===== config.mk =====
export PLATFORM = sky130hd
export DESIGN_NAME = loop_detector
export DESIGN_NICKNAME = d
export VERILOG_FILES = /design/src/common/wdog_pkg.sv /design/src/common/wdog_link_if.sv /design/src/verilog/wdog_tick_gate.sv /design/src/verilog/wdog_counter.sv /design/src/verilog/loop_detector.sv
export VERILOG_INCLUDE_DIRS = /design/src /design/src/common
export SDC_FILE = /design/constraint.sdc
export NUM_CORES = 1
export LEC_CHECK = 0
export BUFFER_PORTS_ARGS = -buffer_cell sky130_fd_sc_hd__buf_4
export CORE_AREA = 3 3 68 86
export CTS_BUF_LIST = sky130_fd_sc_hd__clkbuf_8
export DETAILED_ROUTE_END_ITERATION = 8
export DIE_AREA = 0 0 71 89
export PLACE_DENSITY = 0.76
export SLEW_MARGIN = 20
export SYNTH_ARGS = -nofsm -noshare
export SYNTH_HDL_FRONTEND = slang
export SYNTH_SLANG_ARGS = --single-unit

===== constraint.sdc =====
create_clock -name clk -period 7.18 [get_ports clk]
set_input_delay 1.436 -clock clk [delete_from_list [all_inputs] [get_ports clk]]
set_output_delay 1.436 -clock clk [all_outputs]
set_load 0.01 [all_outputs]

===== src/common/wdog_defs.svh =====
/*
 * Constants of the loop detector: register addresses, field positions,
 * reset values, key values and counter exponents.
 * Assumes it is included by bare name from the package and design files.
 */
// Summary of operation
// - Counter overflow without refresh raises an internal system reset.
// - A reset caused by the watchdog sets bit 4 of the reset cause register.
// - Slow clock source: overflow after 2^11 to 2^18 cycles.
// - Main clock source: overflow after 2^13 to 2^20 cycles.
// - Unstoppable option: always count slow clock, whatever select is written.
// - Stoppable option: select main, slow or stopped; slow after reset.
// - After reset, counting starts at once with 2^18 slow cycles.
// - Unstoppable option: interval may be changed only once after reset.
// - Stoppable option: clock and interval may be changed only once together.
// - Unstoppable option: nothing can halt counting.
// - Stoppable option: software halts counting by selecting stopped.
// - Unstoppable option: slow oscillator runs whenever powered, except in reset.
// - Main source: gated while main clock stopped, in standby, or stabilizing.
// - Stoppable option, slow source: gated in standby, or CPU on main with slow osc stopped.
// - Exactly two control registers: mode and refresh.
// - Writing ACH to refresh clears the counter and restarts counting.
// - Any other refresh write resets unless stopped; refresh reads always return 9AH.
// - Second mode write resets unless first stopped; accepted write clears counter.
// - Select 00 slow, 01 main, 1x stopped; interval resets to code 111.
`ifndef WDOG_DEFS_SVH
`define WDOG_DEFS_SVH

`define WD_ADDR_W        16
`define WD_MODE_ADDR     16'hFF48
`define WD_REFRESH_ADDR  16'hFF49
`define WD_CAUSE_ADDR    16'hFF4A

`define WD_MODE_RESET    8'h67
`define WD_MODE_FIXED    3'h3
`define WD_CS_HI         4
`define WD_CS_LO         3
`define WD_IV_HI         2
`define WD_CS_SLOW       2'h0
`define WD_CS_MAIN       2'h1
`define WD_IV_MAX        3'h7
`define WD_FLAG_BIT      4

`define WD_REFRESH_KEY   8'hAC
`define WD_REFRESH_READ  8'h9A

`define WD_CNT_W         20
`define WD_EXP_W         5
`define WD_SLOW_EXP_MIN  5'h0B
`define WD_MAIN_EXP_MIN  5'h0D

`endif


===== src/common/wdog_pkg.sv =====
/*
 * Types shared by the loop detector modules.
 * Assumes wdog_defs.svh is on the include path.
 */
`include "wdog_defs.svh"

package wdog_pkg;
    typedef enum logic [1:0] {SRC_SLOW, SRC_MAIN, SRC_STOP} src_t;

    typedef struct packed {
        logic                 unst;
        logic                 locked;
        logic [1:0]           cs;
        logic [2:0]           iv;
        logic                 flag;
        logic                 int_reset;
        logic [7:0]           rdata;
    } ctrl_state_t;

    typedef struct packed {
        logic [`WD_CNT_W-1:0] cnt;
        logic                 ovf;
    } cnt_state_t;

    typedef struct packed {
        logic                 tick;
    } gate_state_t;
endpackage


===== src/common/wdog_link_if.sv =====
/*
 * Carrier between the control block, the clock gate and the counter.
 * Assumes one clock, a synchronous active-low reset and a clock enable.
 */
`timescale 1ns/1ns
`include "wdog_defs.svh"
interface wdog_link_if (
    input wire logic clk,
    input wire logic nrst,
    input wire logic ce
);
    logic                 tick;
    logic                 clr;
    logic [`WD_EXP_W-1:0] expo;
    logic                 ovf;

    modport gate    (input clk, nrst, ce, output tick);
    modport counter (input clk, nrst, ce, tick, clr, expo, output ovf);
    modport ctrl    (input tick, ovf, output clr, expo);
endinterface


===== src/verilog/wdog_tick_gate.sv =====
/*
 * Decides in which cycles the watchdog counter may advance.
 * Assumes slow_tick is a one-cycle pulse per slow oscillator period,
 * synchronous to clk; the main clock is clk itself.
 */
`timescale 1ns/1ns
module wdog_tick_gate
    import wdog_pkg::*;
(
    wdog_link_if.gate  link,
    input  wire src_t  src,
    input  wire logic  unst,
    input  wire logic  slow_tick,
    input  wire logic  standby,
    input  wire logic  main_stopped,
    input  wire logic  osc_stab,
    input  wire logic  cpu_on_main,
    input  wire logic  slow_osc_off
);
    gate_state_t st;
    gate_state_t next_st;

    always_comb begin
        next_st = st;
        if (!link.nrst) begin
            next_st.tick = 1'b0;
        end else if (link.ce) begin
            unique case (src)
                SRC_MAIN: next_st.tick = !(main_stopped || standby || osc_stab);
                SRC_SLOW: next_st.tick = slow_tick && (unst ||
                              !(standby || (cpu_on_main && slow_osc_off)));
                SRC_STOP: next_st.tick = 1'b0;
                default:  next_st.tick = 1'b0;
            endcase
        end
    end

    always_ff @(posedge link.clk) begin
        st <= next_st;
    end

    assign link.tick = st.tick;
endmodule


===== src/verilog/wdog_counter.sv =====
/*
 * Overflow counter of the watchdog.
 * Assumes expo holds the selected power of two and clr is a one-cycle request.
 */
`timescale 1ns/1ns
`include "wdog_defs.svh"
module wdog_counter
    import wdog_pkg::*;
(
    wdog_link_if.counter link
);
    cnt_state_t st;
    cnt_state_t next_st;

    // Terminal value 2^expo - 1 as a mask of low ones
    function automatic logic [`WD_CNT_W-1:0] top_of(input logic [`WD_EXP_W-1:0] e);
        logic [`WD_CNT_W-1:0] m;
        m = '0;
        for (int i = 0; i < `WD_CNT_W; i++) begin
            m[i] = (i < int'(e));
        end
        return m;
    endfunction

    always_comb begin
        next_st = st;
        if (!link.nrst) begin
            next_st = '0;
        end else if (link.ce) begin
            next_st.ovf = 1'b0;
            if (link.clr) begin
                next_st.cnt = '0;
            end else if (link.tick) begin
                if (st.cnt == top_of(link.expo)) begin
                    next_st.cnt = '0;
                    next_st.ovf = 1'b1;
                end else begin
                    next_st.cnt = st.cnt + 1'b1;
                end
            end
        end
    end

    always_ff @(posedge link.clk) begin
        st <= next_st;
    end

    assign link.ovf = st.ovf;
endmodule


===== src/verilog/loop_detector.sv =====
/*
 * Watchdog loop detector: mode, refresh and reset cause registers,
 * write-once control, refresh key check and internal reset generation.
 * Assumes a single-cycle register port with read data one cycle later,
 * synchronous system inputs and an external reset that is the power-on
 * or pin reset; the internal reset it raises is fed to the rest of chip.
 */
// Design decisions made here: the plain strobed port and the address map.
`timescale 1ns/1ns
`include "wdog_defs.svh"
module loop_detector
    import wdog_pkg::*;
#(
    parameter logic [`WD_EXP_W-1:0] SLOW_EXP_MIN = `WD_SLOW_EXP_MIN,
    parameter logic [`WD_EXP_W-1:0] MAIN_EXP_MIN = `WD_MAIN_EXP_MIN
)(
    input  wire logic                 clk,
    input  wire logic                 nrst,
    input  wire logic                 ce,
    input  wire logic [`WD_ADDR_W-1:0] addr,
    input  wire logic [7:0]           wdata,
    input  wire logic                 wr,
    input  wire logic                 rd,
    output      logic [7:0]           rdata,
    input  wire logic                 opt_unstoppable,
    input  wire logic                 slow_tick,
    input  wire logic                 standby,
    input  wire logic                 main_stopped,
    input  wire logic                 osc_stab,
    input  wire logic                 cpu_on_main,
    input  wire logic                 slow_osc_off,
    output      logic                 internal_reset,
    output      logic                 watchdog_reset_flag
);
    ctrl_state_t st;
    ctrl_state_t next_st;
    logic        violation;
    logic        good_refresh;
    logic        mode_taken;
    src_t        src;

    wdog_link_if link (
        .clk  (clk),
        .nrst (nrst),
        .ce   (ce)
    );

    // Source actually counted; the option overrides any written select
    function automatic src_t src_of(input logic unst, input logic [1:0] cs);
        if (unst) begin
            return SRC_SLOW;
        end else if (cs[1]) begin
            return SRC_STOP;
        end else if (cs[0]) begin
            return SRC_MAIN;
        end
        return SRC_SLOW;
    endfunction

    // Overflow exponent for the source and interval code
    function automatic logic [`WD_EXP_W-1:0] expo_of(input src_t s, input logic [2:0] iv);
        if (s == SRC_MAIN) begin
            return MAIN_EXP_MIN + {2'h0, iv};
        end
        return SLOW_EXP_MIN + {2'h0, iv};
    endfunction

    assign src = src_of(st.unst, st.cs);

    wdog_tick_gate gate_i (
        .link         (link.gate),
        .src          (src),
        .unst         (st.unst),
        .slow_tick    (slow_tick),
        .standby      (standby),
        .main_stopped (main_stopped),
        .osc_stab     (osc_stab),
        .cpu_on_main  (cpu_on_main),
        .slow_osc_off (slow_osc_off)
    );

    wdog_counter counter_i (
        .link (link.counter)
    );

    always_comb begin
        next_st      = st;
        violation    = 1'b0;
        good_refresh = 1'b0;
        mode_taken   = 1'b0;
        if (!nrst) begin
            // Option is caught while reset is held, never through the reset itself
            next_st.int_reset = 1'b0;
            next_st.rdata     = 8'h00;
            next_st.unst      = opt_unstoppable;
            next_st.locked    = 1'b0;
            next_st.cs        = 2'(`WD_MODE_RESET >> `WD_CS_LO);
            next_st.iv        = `WD_IV_MAX;
            next_st.flag      = 1'b0;
        end else if (ce) begin
            // Pulses clear only on enabled cycles, so a low enable freezes them too
            next_st.int_reset = 1'b0;
            next_st.rdata     = 8'h00;
            // only the mode and refresh registers steer the watchdog
            if (rd) begin
                unique case (addr)
                    `WD_MODE_ADDR: begin
                        next_st.rdata = {`WD_MODE_FIXED, st.cs, st.iv};
                    end
                    `WD_REFRESH_ADDR: begin
                        next_st.rdata = `WD_REFRESH_READ;
                    end
                    `WD_CAUSE_ADDR: begin
                        next_st.rdata[`WD_FLAG_BIT] = st.flag;
                        // Reading clears the cause; a new watchdog reset below wins
                        next_st.flag = 1'b0;
                    end
                    default: begin
                        next_st.rdata = 8'h00;
                    end
                endcase
            end
            if (wr) begin
                unique case (addr)
                    `WD_MODE_ADDR: begin
                        if (!st.locked) begin
                            mode_taken     = 1'b1;
                            next_st.locked = 1'b1;
                            next_st.iv     = wdata[`WD_IV_HI:0];
                            // Select bits are ignored while the oscillator is unstoppable
                            next_st.cs     = st.unst ? `WD_CS_SLOW
                                                     : wdata[`WD_CS_HI:`WD_CS_LO];
                        end else if (src != SRC_STOP) begin
                            violation = 1'b1;
                        end
                    end
                    `WD_REFRESH_ADDR: begin
                        if (wdata == `WD_REFRESH_KEY) begin
                            good_refresh = 1'b1;
                        end else if (src != SRC_STOP) begin
                            violation = 1'b1;
                        end
                    end
                    default: begin
                        violation = 1'b0;
                    end
                endcase
            end
            if (violation || link.ovf) begin
                next_st.int_reset = 1'b1;
                next_st.flag      = 1'b1;
                next_st.locked    = 1'b0;
                next_st.cs        = `WD_CS_SLOW;
                next_st.iv        = `WD_IV_MAX;
            end
        end
    end

    // The internal reset restarts the count as well as the rest of the chip
    assign link.clr  = ce && (good_refresh || mode_taken || st.int_reset);
    assign link.expo = expo_of(src, st.iv);

    always_ff @(posedge clk) begin
        st <= next_st;
    end

    assign rdata               = st.rdata;
    assign internal_reset      = st.int_reset;
    assign watchdog_reset_flag = st.flag;
endmodule


Yosys cells after proc, flatten, opt, wreduce, memory -nomap -nowiden
Cells that the tools add are included.
{"block": "op_classes", "addsub": 3, "n_lt_le_gt_ge": 20, "n_eq_ne": 8, "n_mux": 44, "reduce_logical": 22}
{"operator": "== test 16 bit, second input constant", "count": 3}
{"operator": "< comparator 4 x 5 -> 1 bit, first input constant", "count": 8}
{"operator": "2-to-1 mux 20 bit", "count": 2}
{"operator": "2-to-1 mux 1 bit", "count": 24}
{"operator": "2-to-1 mux 21 bit", "count": 1}
{"operator": "adder 20 x 1 -> 20 bit, second input constant", "count": 1}
{"operator": "== test 20 bit", "count": 1}
{"operator": "< comparator 3 x 5 -> 1 bit, first input constant", "count": 4}
{"operator": "< comparator 5 bit, first input constant", "count": 4}
{"operator": "2-to-1 mux 8 bit", "count": 2}
{"operator": "2-to-1 mux 5 bit", "count": 3}
{"operator": "2-to-1 mux 6 bit", "count": 2}
{"operator": "adder 4 x 3 -> 5 bit, first input constant", "count": 2}
{"operator": "< comparator 1 x 5 -> 1 bit, first input constant", "count": 2}
{"operator": "< comparator 2 x 5 -> 1 bit, first input constant", "count": 2}
{"operator": "2-to-1 mux 2 bit", "count": 5}
{"operator": "nonzero test 2 bit", "count": 5}
{"operator": "== test 8 bit, second input constant", "count": 1}
{"operator": "case mux 4 bit (2 select lines)", "count": 1}
{"operator": "logical OR 1 bit", "count": 7}
{"operator": "case mux 3 bit (2 select lines)", "count": 1}
{"operator": "AND reduction 3 bit", "count": 2}
{"operator": "case mux 1 bit (2 select lines)", "count": 2}
{"operator": "AND reduction 4 bit", "count": 1}
{"operator": "other kinds (8)", "count": 11}
{"block": "word_totals", "ff_bits": 39, "inputBits": 36, "out_inout_bits": 10, "wordCells": 107}

Longest topological paths before layout
Gate-level depths: netlist (run 1).
{"block": "logic_depth", "ltp_word": 14, "depth_mapped": 15, "ltp_nobuf": 13}

Hierarchy
A second synthesis (run 1) with hierarchy kept.
{"block": "hier_totals", "hier_cells": 341, "area_unflattened_um2": 2691.3}
{"mod": "wdog_counter", "n_inst": 1, "cells_per_inst": 216, "area_each_um2": 1606.5, "seq_area_each_um2": 420.4}
{"mod": "loop_detector", "n_inst": 1, "cells_per_inst": 116, "area_each_um2": 999.7, "seq_area_each_um2": 330.3}
{"mod": "wdog_tick_gate", "n_inst": 1, "cells_per_inst": 9, "area_each_um2": 85.1, "seq_area_each_um2": 20.0}

Worst setup path before layout (run 1)
OpenSTA, ideal clock, no wires.
{"block": "synth_path", "path_type": "input to register", "startpoint": "input addr[2]", "endpoint": "register counter_i.st[2] in the netlist's numbering", "arrival_ns": 3.722, "t_required_ns": 7.052, "slack_ns": 3.330, "stages": 9, "path_buffers": 2, "cell_sequence": "or4b_1 > or4_1 > nor3b_1 > a31oi_1 > and3_1 > buf_1 > clkbuf_1 > a32oi_1 > nor2_1"}
{"block": "synth_between", "elab_chain_len": 10}
{"element": "start, declared", "line_no": "loop_detector.sv:20", "source": "input wire logic [`WD_ADDR_W-1:0] addr,"}
{"element": "== test 16 bit", "line_no": "loop_detector.sv:124", "source": "unique case (addr)"}
{"element": "2-to-1 mux 1 bit", "line_no": "loop_detector.sv:124"}
{"element": "2-to-1 mux 1 bit", "line_no": "loop_detector.sv:123", "source": "if (wr) begin"}
{"element": "2-to-1 mux 1 bit", "line_no": "loop_detector.sv:100", "source": "end else if (ce) begin"}
{"element": "2-to-1 mux 1 bit", "line_no": "loop_detector.sv:91", "source": "if (!nrst) begin"}
{"element": "logical OR 1 bit * (2 in a row)", "line_no": "loop_detector.sv:160", "source": "assign link.clr = ce && (good_refresh || mode_taken || st.int_reset);"}
{"element": "logical AND 1 bit *", "line_no": "loop_detector.sv:160"}
{"element": "nonzero test 2 bit (no source line)"}
{"element": "AND reduction 2 bit (no source line)"}
{"element": "end signal, assigned", "line_no": "wdog_counter.sv:45", "source": "st <= next_st;"}
{"element": "end, declared", "line_no": "wdog_counter.sv:12", "source": "cnt_state_t st;"}
Every way passes the cells marked *; elsewhere a longest branch is shown, timed or not.
A chain may end at the register's enable or synchronous reset.

Worst setup path after layout (run 1)
{"block": "layout_path", "startpoint": "register st[16] in the netlist's numbering", "endpoint": "register counter_i.st[17] in the netlist's numbering"}
{"block": "layout_between", "elab_chain_len": 10}
{"element": "start, declared", "line_no": "loop_detector.sv:35", "source": "ctrl_state_t st;"}
{"element": "start signal, assigned", "line_no": "loop_detector.sv:164", "source": "st <= next_st;"}
{"element": "2-to-1 mux 2 bit or 2-to-1 mux 1 bit (tied branches)", "line_no": "loop_detector.sv:50", "source": "if (unst) begin"}
{"element": "2-to-1 mux 2 bit *", "line_no": "loop_detector.sv:57", "source": "return SRC_SLOW;"}
{"element": "== test 2 x 1 -> 1 bit *", "line_no": "loop_detector.sv:62", "source": "if (s == SRC_MAIN) begin"}
{"element": "2-to-1 mux 1 bit *", "line_no": "loop_detector.sv:62"}
{"element": "2-to-1 mux 5 bit *", "line_no": "loop_detector.sv:65", "source": "return SLOW_EXP_MIN + {2'h0, iv};"}
{"element": "< comparator 1 x 5 -> 1 bit (tied with other cells)", "line_no": "wdog_counter.sv:20", "source": "m[i] = (i < int'(e));"}
{"element": "== test 20 bit *", "line_no": "wdog_counter.sv:34", "source": "if (st.cnt == top_of(link.expo)) begin"}
{"element": "2-to-1 mux 20 bit *", "line_no": "wdog_counter.sv:34"}
{"element": "2-to-1 mux 21 bit *", "line_no": "wdog_counter.sv:33", "source": "end else if (link.tick) begin"}
{"element": "2-to-1 mux 20 bit *", "line_no": "wdog_counter.sv:31", "source": "if (link.clr) begin"}
Every way passes the cells marked *; elsewhere a longest branch is shown, timed or not. The select of a mux whose other input is x is not followed.

==> results of run 1 <==
-- registers in the layout, summed over array words and instances (netlist names) --
signal / cells
counter_i.st: 20
rdata: 7
st: 7
counter_i.link.ovf: 1
gate_i.link.tick: 1
internal_reset: 1
watchdog_reset_flag: 1
-- power by group through the flow --
| stage | clock network, mW | registers [mW] | logic (mW) |
|---|---|---|---|
| final | 0.162 | 0.215 | 0.0345 |
| after global routing | 0.173 | 0.215 | 0.0379 |
| after CTS | 0.165 | 0.215 | 0.0344 |
| after detailed placement | 0 | 0.220 | 0.0343 |
| after global placement | 0 | 0.220 | 0.0336 |
| after floorplan | 0 | 0.219 | 0.0159 |
-- kinds of logic (layout without fill, tap and decap cells) --
| family | Yosys count | in the layout | synth area share |
|---|---|---|---|
| AND/OR/NAND/NOR | 142 | 142 | 0.303 |
| AO/OA/AOI/OAI | 99 | 99 | 0.274 |
| buffers and inverters | 41 | 64 | 0.0732 |
| flip-flops | 38 | 38 | 0.280 |
| XOR/XNOR | 13 | 13 | 0.0414 |
| multiplexers | 4 | 4 | 0.0145 |
| adder cells (fa/ha/maj) | 3 | 3 | 0.0136 |
-- final cells by class --
class	count	area, µm²	share of cell area
inverter	11	41.3	0.0133
sequential	38	771	0.248
timing repair buffer	45	338	0.109
clock buffer	6	82.6	0.0266
multi-input combinational	261	1780	0.574
clock inverter	2	12.5	0.00403
tap	62	77.6	0.0250
-- critical path, cell delays in order, from the launching register on --
cell and delay (ps):
edfxtp_1 480, nor3b_4 410, xnor2_1 110, ha_1 240, a21o_1 170, ha_1 480, nor2_1 120, a211oi_1 420
o211ai_1 120, nor3b_1 160, nor4_1 350, nand4_2 710, a41oi_1 480, a31oi_1 70
-- synthesized netlist by cell type, types with 3 or more instances --
cell type,count
a2111oi_0,3
a21o_1,4
a21oi_1,15
a31oi_1,18
a32o_1,4
a32oi_1,3
a41oi_1,10
and2_1,7
and3_1,16
and4_1,3
buf_4,10
clkbuf_1,16
dfxtp_1,37
ha_1,3
inv_1,10
mux2i_1,4
nand2_1,19
nand2b_1,9
nand3_1,8
nand4_1,10
nand4b_1,10
nor2_1,25
nor2b_1,5
nor3_1,6
nor4_1,4
o211ai_1,5
o21ai_0,11
o22ai_1,3
or3_1,5
or4_1,3
xnor2_1,8
xor2_1,5
-- metrics by stage --
step	instances	area (µm²)	util	power, mW	hold slack [ps]
after global placement	417	3010	0.592	0.253	462
after floorplan	340	2750	-	0.235	444
after global routing	425	3100	0.611	0.425	501
after detailed placement	417	3010	0.592	0.254	474
final	425	3100	0.611	0.411	478
after CTS	425	3100	0.611	0.414	486
-- final timing paths --
kind / to / cells after the start / slack [ps]
max: counter_i.st[17]$_SDFFE_PN0P_ / 13 / 2690
min: rdata[7]$_SDFFE_PN0P_ / 2 / 480
max reg2reg: counter_i.st[17]$_SDFFE_PN0P_ / 13 / 2690
min reg2reg: rdata[7]$_SDFFE_PN0P_ / 2 / 480
-- routing by layer --
| layer | part of all wire | up-vias |
|---|---|---|
| met4 | 0.035 | 0 |
| met5 | 0 | - |
| li1 | - | 1350 |
| met2 | 0.50 | 103 |
| met1 | 0.41 | 1300 |
| met3 | 0.050 | 18 |
==> impl_metrics.ini, run 1 <==
[status]
run_status = complete, no violations

[global_routing]
via_count_of_the_first_global_routing_pass = 2536
antenna_found_initial = 0
grtUsageTotal = 0.236
gr-max-usage-layer = met2
pin_count_of_the_biggest_net_entering_global_routing = 36
globalRouteMet1Util = 0.280
grt.met2_usage = 0.424
grt_use_met3 = 0.0337
first_pass_grt_wire_length_um = 12000
globalRouteOverflowTotal = 0

[drt]
detail_route.iter0.violations = 171
drt-total-wl_um = 7280
detail-route-antenna-nets = 0
drt_first_pass_iters = 4
vias = 2771
post-route-drc-count = 0
viasPerCell = 6.52
routedWlPerCell_um = 17.1

[setup_path]
critPathKind = reg -> reg
worst_setup_path_startpoint = st[16]$_DFFE_PN_
worstSetupStartpointType = flop
worst-endpoint-arrival_ps = 4650
r2r-start = st[16]$_DFFE_PN_
largest_fanout_on_the_critical_path = 33
critical_path.endpoint_type = flop
worst_ep_required_time_ps = 7340

[clocking]
cts-root-buf = clkbuf_8
cts.sink_count = 38
ctsLongestPathBuffers = 2
worst_skew_pair.late_latency_ps = 300
post-cts-setup-buffers = 0
tritoncts = yes
cts_hold_buf = 0
cts.repair.resized = 0
clk_pin_slew_worst_paths_ps = 80
cts-buffers-inserted = 5
htree_num_levels = 2

[logic_synthesis]
postSynth.asyncResetShare = 0
yosysUniqueCellTypes = 67
synth_warnings = 0
synth_fp_nets = 379
post_synth_main_area_contributors = dfxtp_1, a31oi_1, and3_1, nor2_1, a41oi_1
synth_ff_type = dfxtp_1
post_synthesis_cells = 340
netlist_area_mm2 = 0.00275
synth.top_cell.area_share = 0.269
synthesized_flop_and_latch_total = 38
proportion_of_synthesized_chip_area_in_sequential_cells = 0.280
count_of_flip_flops_with_a_built_in_enable_after_synthesis = 1
cell_taking_the_most_area_after_synthesis = dfxtp_1
avgSynthCellArea_um2 = 8.10

[power]
power_leakage_nw = 1.13
p_per_area_mw_per_mm2 = 133
combinationalPowerShare = 0.084
p_sw_mw = 0.104
power_share_of_the_clock_group = 0.394
internal-power_mw = 0.307
power.share.switching = 0.253
max-vdd-ir-drop_mv = 0.100
sequentialPowerShare = 0.522

[timing]
worst_slew_pin_slew_ps = 995
max_slew_margin = 0.336
finClkSkew_ps = 7.51
timing.fmax_ghz = 0.223
rsz0062_at_grt = false
post-route-period-util = 0.625
final.setup.worst_slack_ps = 2690
hold_violations = 0
slew_viol_final = 0
setup_viol_count_final = 0
setup_total_negative_slack_ps = 0
final_period_minus_worst_setup_slack_ps = 4490

[floorplan]
io-pin-count = 46
placement_rows = 29
core_area_mm2 = 0.00508
die_width_um = 71
die_height_um = 89
floorplan.die_area_mm2 = 0.00632
start_util = 0.542

[placement]
pre_cts_slack_ps = 2800
detailed_place_hpwl_um = 5280
globalplace.congestion = 0.891
port-buffer-count = 45

[finish]
syn2layout_area_growth_pct = 12.7
proportion_of_layout_cells_with_a_drive_suffix_above_1 = 0.179
final_net_count = 401
final_cell_mix = buf_4, dfxtp_1, nor2_1, nand2_1, a31oi_1
final_common_cell = buf_4
fillers = 473
antenna-diode-count = 0

[hold_path]
hp-class = reg -> reg
min_from = rdata[7]$_SDFFE_PN0P_

[run]
max_capacitance_violation_count = 0
Note: power is estimated with default switching activity, not from simulation.
==> inputs of run 2 (changes only) <==
--- a/config.mk
+++ b/config.mk
@@ -6,12 +6,13 @@
 export SDC_FILE = /design/constraint.sdc
 export NUM_CORES = 1
 export LEC_CHECK = 0
+export ABC_AREA = 1
 export BUFFER_PORTS_ARGS = -buffer_cell sky130_fd_sc_hd__buf_4
-export CORE_AREA = 3 3 68 86
+export CORE_AREA = 3 3 71 90
 export CTS_BUF_LIST = sky130_fd_sc_hd__clkbuf_8
 export DETAILED_ROUTE_END_ITERATION = 8
-export DIE_AREA = 0 0 71 89
-export PLACE_DENSITY = 0.76
+export DIE_AREA = 0 0 74 93
+export PLACE_DENSITY = 0.77
 export SLEW_MARGIN = 20
 export SYNTH_ARGS = -nofsm -noshare
 export SYNTH_HDL_FRONTEND = slang
==> constraint.sdc (replaced) <==
create_clock -name clk -period 3.9 [get_ports clk]
set_input_delay 0.78 -clock clk [delete_from_list [all_inputs] [get_ports clk]]
set_output_delay 0.78 -clock clk [all_outputs]
set_load 0.01 [all_outputs]
==> impl_metrics.ini, run 2 <==
[floorplan]
floorplan.die_area_mm2 = 0.00688
placement_rows = 31
start_util = 0.518
io-pin-count = 46
die_height_um = 93
die_width_um = 74
core_area_mm2 = 0.00570

[global_routing]
antenna_found_initial = 0
grtUsageTotal = 0.259
pin_count_of_the_biggest_net_entering_global_routing = 31
first_pass_grt_wire_length_um = 14000
via_count_of_the_first_global_routing_pass = 3167
globalRouteOverflowTotal = 0

[placement]
detailed_place_hpwl_um = 6660
globalplace.congestion = 1.06
port-buffer-count = 45
placed_instance_area_mm2 = 0.00328

[drt]
vias = 3338
drt-total-wl_um = 8390
post-route-drc-count = 0
detail-route-antenna-nets = 0
viasPerCell = 5.48
drt_first_pass_iters = 4
wl_met3_um = 422
routedWlPerCell_um = 13.8
met1Wirelength_um = 3220
detail_route.iter0.violations = 153
highest_layer = met4
wl_met2_um = 4370

[timing]
slew_viol_final = 0
final_period_minus_worst_setup_slack_ps = 3280
hold_violations = 0
timing.fmax_ghz = 0.305
worst_slew_pin_slew_ps = 979
rsz0062_at_grt = false
setup_total_negative_slack_ps = 0
setup_viol_count_final = 0
max_slew_margin = 0.347
hold-worst-slack_ps = 477
finClkSkew_ps = 12.6
post-route-period-util = 0.842

[clocking]
cts-buffers-inserted = 5
ctsLongestPathBuffers = 2
cts.sink_count = 38
tritoncts = yes
cts.repair.resized = 0
clk_pin_slew_worst_paths_ps = 80
worst_skew_pair.late_latency_ps = 300
post-cts-setup-buffers = 0
cts-root-buf = clkbuf_8
htree_num_levels = 2
cts_hold_buf = 0

[power]
internal-power_mw = 0.626
power.share.switching = 0.221
p_per_area_mw_per_mm2 = 237
combinationalPowerShare = 0.075
p_sw_mw = 0.178
power_leakage_nw = 1.39
power_share_of_the_clock_group = 0.435
sequentialPowerShare = 0.490
max-vdd-ir-drop_mv = 0.208

[logic_synthesis]
synth_ff_type = dfxtp_1
synthesized_flop_and_latch_total = 38
synth.top_cell.area_share = 0.251
count_of_flip_flops_with_a_built_in_enable_after_synthesis = 1
synth_fp_nets = 547
postSynth.asyncResetShare = 0
synth_warnings = 0
cell_taking_the_most_area_after_synthesis = dfxtp_1
netlist_area_mm2 = 0.00296
post_synthesis_cells = 508
synth_commonest_cells = nand2_1, inv_1, nor2_1
synth.most_common_cell = nand2_1
post_synth_main_area_contributors = dfxtp_1, nand2_1, inv_1, nor2_1, nand3_1
yosysUniqueCellTypes = 36
avgSynthCellArea_um2 = 5.82
proportion_of_synthesized_chip_area_in_sequential_cells = 0.261

[finish]
fillers = 565
utilization = 0.595
registers.top_by_ff_count = counter_i.st
largest_reg_flops = 20
proportion_of_layout_cells_with_a_drive_suffix_above_1 = 0.129
final_net_count = 582
final_cell_mix = nand2_1, inv_1, nor2_1, buf_4, nand3_1
antenna-diode-count = 0
fin_area_mm2 = 0.00339
syn2layout_area_growth_pct = 14.8
final_common_cell = nand2_1

[status]
run_status = complete, no violations

[setup_path]
worst_ep_required_time_ps = 4030
critPathKind = reg -> reg
critical_path.endpoint_type = flop
worstSetupStartpointType = flop
largest_fanout_on_the_critical_path = 19
worst-endpoint-arrival_ps = 3420

[run]
max_capacitance_violation_count = 0

[hold_path]
hp-class = reg -> reg
-- run 2: cell count changes after synthesis, sizes merged, moves of 14 or more --
cell and change:
a31oi -14, a21oi +22, nand3 +37, nor2 +37, inv +52, and3 -15, nand2 +149
-- run 2: layout make-up --
class / instances / area (µm²) / share of cell area
clock inverters: 1 / 30.0 / 0.00885
well taps: 66 / 82.6 / 0.0243
clock buffers: 6 / 82.6 / 0.0243
flip-flops and latches: 38 / 771 / 0.227
multi-input cells: 388 / 1840 / 0.542
repair buffers: 47 / 353 / 0.104
inverters: 63 / 236 / 0.0697
-- run 2: path summary, 6_finish.rpt --
kind | end | start | slack (ps) | cells after the start
hold reg to reg | rdata[7]$_SDFFE_PN0P_ | rdata[7]$_SDFFE_PN0P_ | 480 | 2
setup reg to reg | counter_i.st[3]$_SDFFE_PN0P_ | st[16]$_DFFE_PN_ | 620 | 19
hold / removal | rdata[7]$_SDFFE_PN0P_ | rdata[7]$_SDFFE_PN0P_ | 480 | 2
setup / recovery | counter_i.st[3]$_SDFFE_PN0P_ | st[16]$_DFFE_PN_ | 620 | 19
-- run 2: kinds of logic after synthesis --
group | after synthesis | share of synthesized area
buffers and inverters | 82 | 0.117
AND/OR/NAND/NOR | 311 | 0.462
AO/OA/AOI/OAI | 66 | 0.124
adder cells (fa/ha/maj) | 3 | 0.0127
flip-flops | 38 | 0.261
XOR/XNOR | 8 | 0.0237
-- run 2: per-stage QoR --
stage	setup slack, ps	power, mW	std cells
after floorplan	1080	0.428	508
after global placement	713	0.462	602
after detailed placement	669	0.463	602
after CTS	635	0.811	609
after global routing	236	0.832	609
final	616	0.804	609
-- run 2: critical path, cell delays in order (launching register included) --
cell	delay, ps
edfxtp_1	460
nor2_4	160
nand2_2	120
nand2_2	120
nand2_1	50
inv_1	70
ha_1	160
inv_1	50
nand2_1	100
ha_1	300
nor2_1	300
inv_1	70
nand3_1	160
nand2_1	130
nand3_1	120
nand4_1	160
nor3_4	180
nand3_4	230
nand2_1	120
a21oi_1	60
-- run 2: routing by layer --
layer,vias to the layer above,GRT usage
li1,1697,-
met1,1512,0.275
met2,100,0.470
met3,29,0.0452
met4,0,0.136
met5,-,0
-- run 2: power groups by stage --
| stage | registers [mW] | clock network, mW | logic, mW |
|---|---|---|---|
| floorplan | 0.403 | 0 | 0.0248 |
| global placement | 0.403 | 0 | 0.0590 |
| detailed placement | 0.403 | 0 | 0.0600 |
| CTS | 0.394 | 0.357 | 0.0601 |
| global route | 0.395 | 0.370 | 0.0673 |
| finish | 0.394 | 0.350 | 0.0600 |
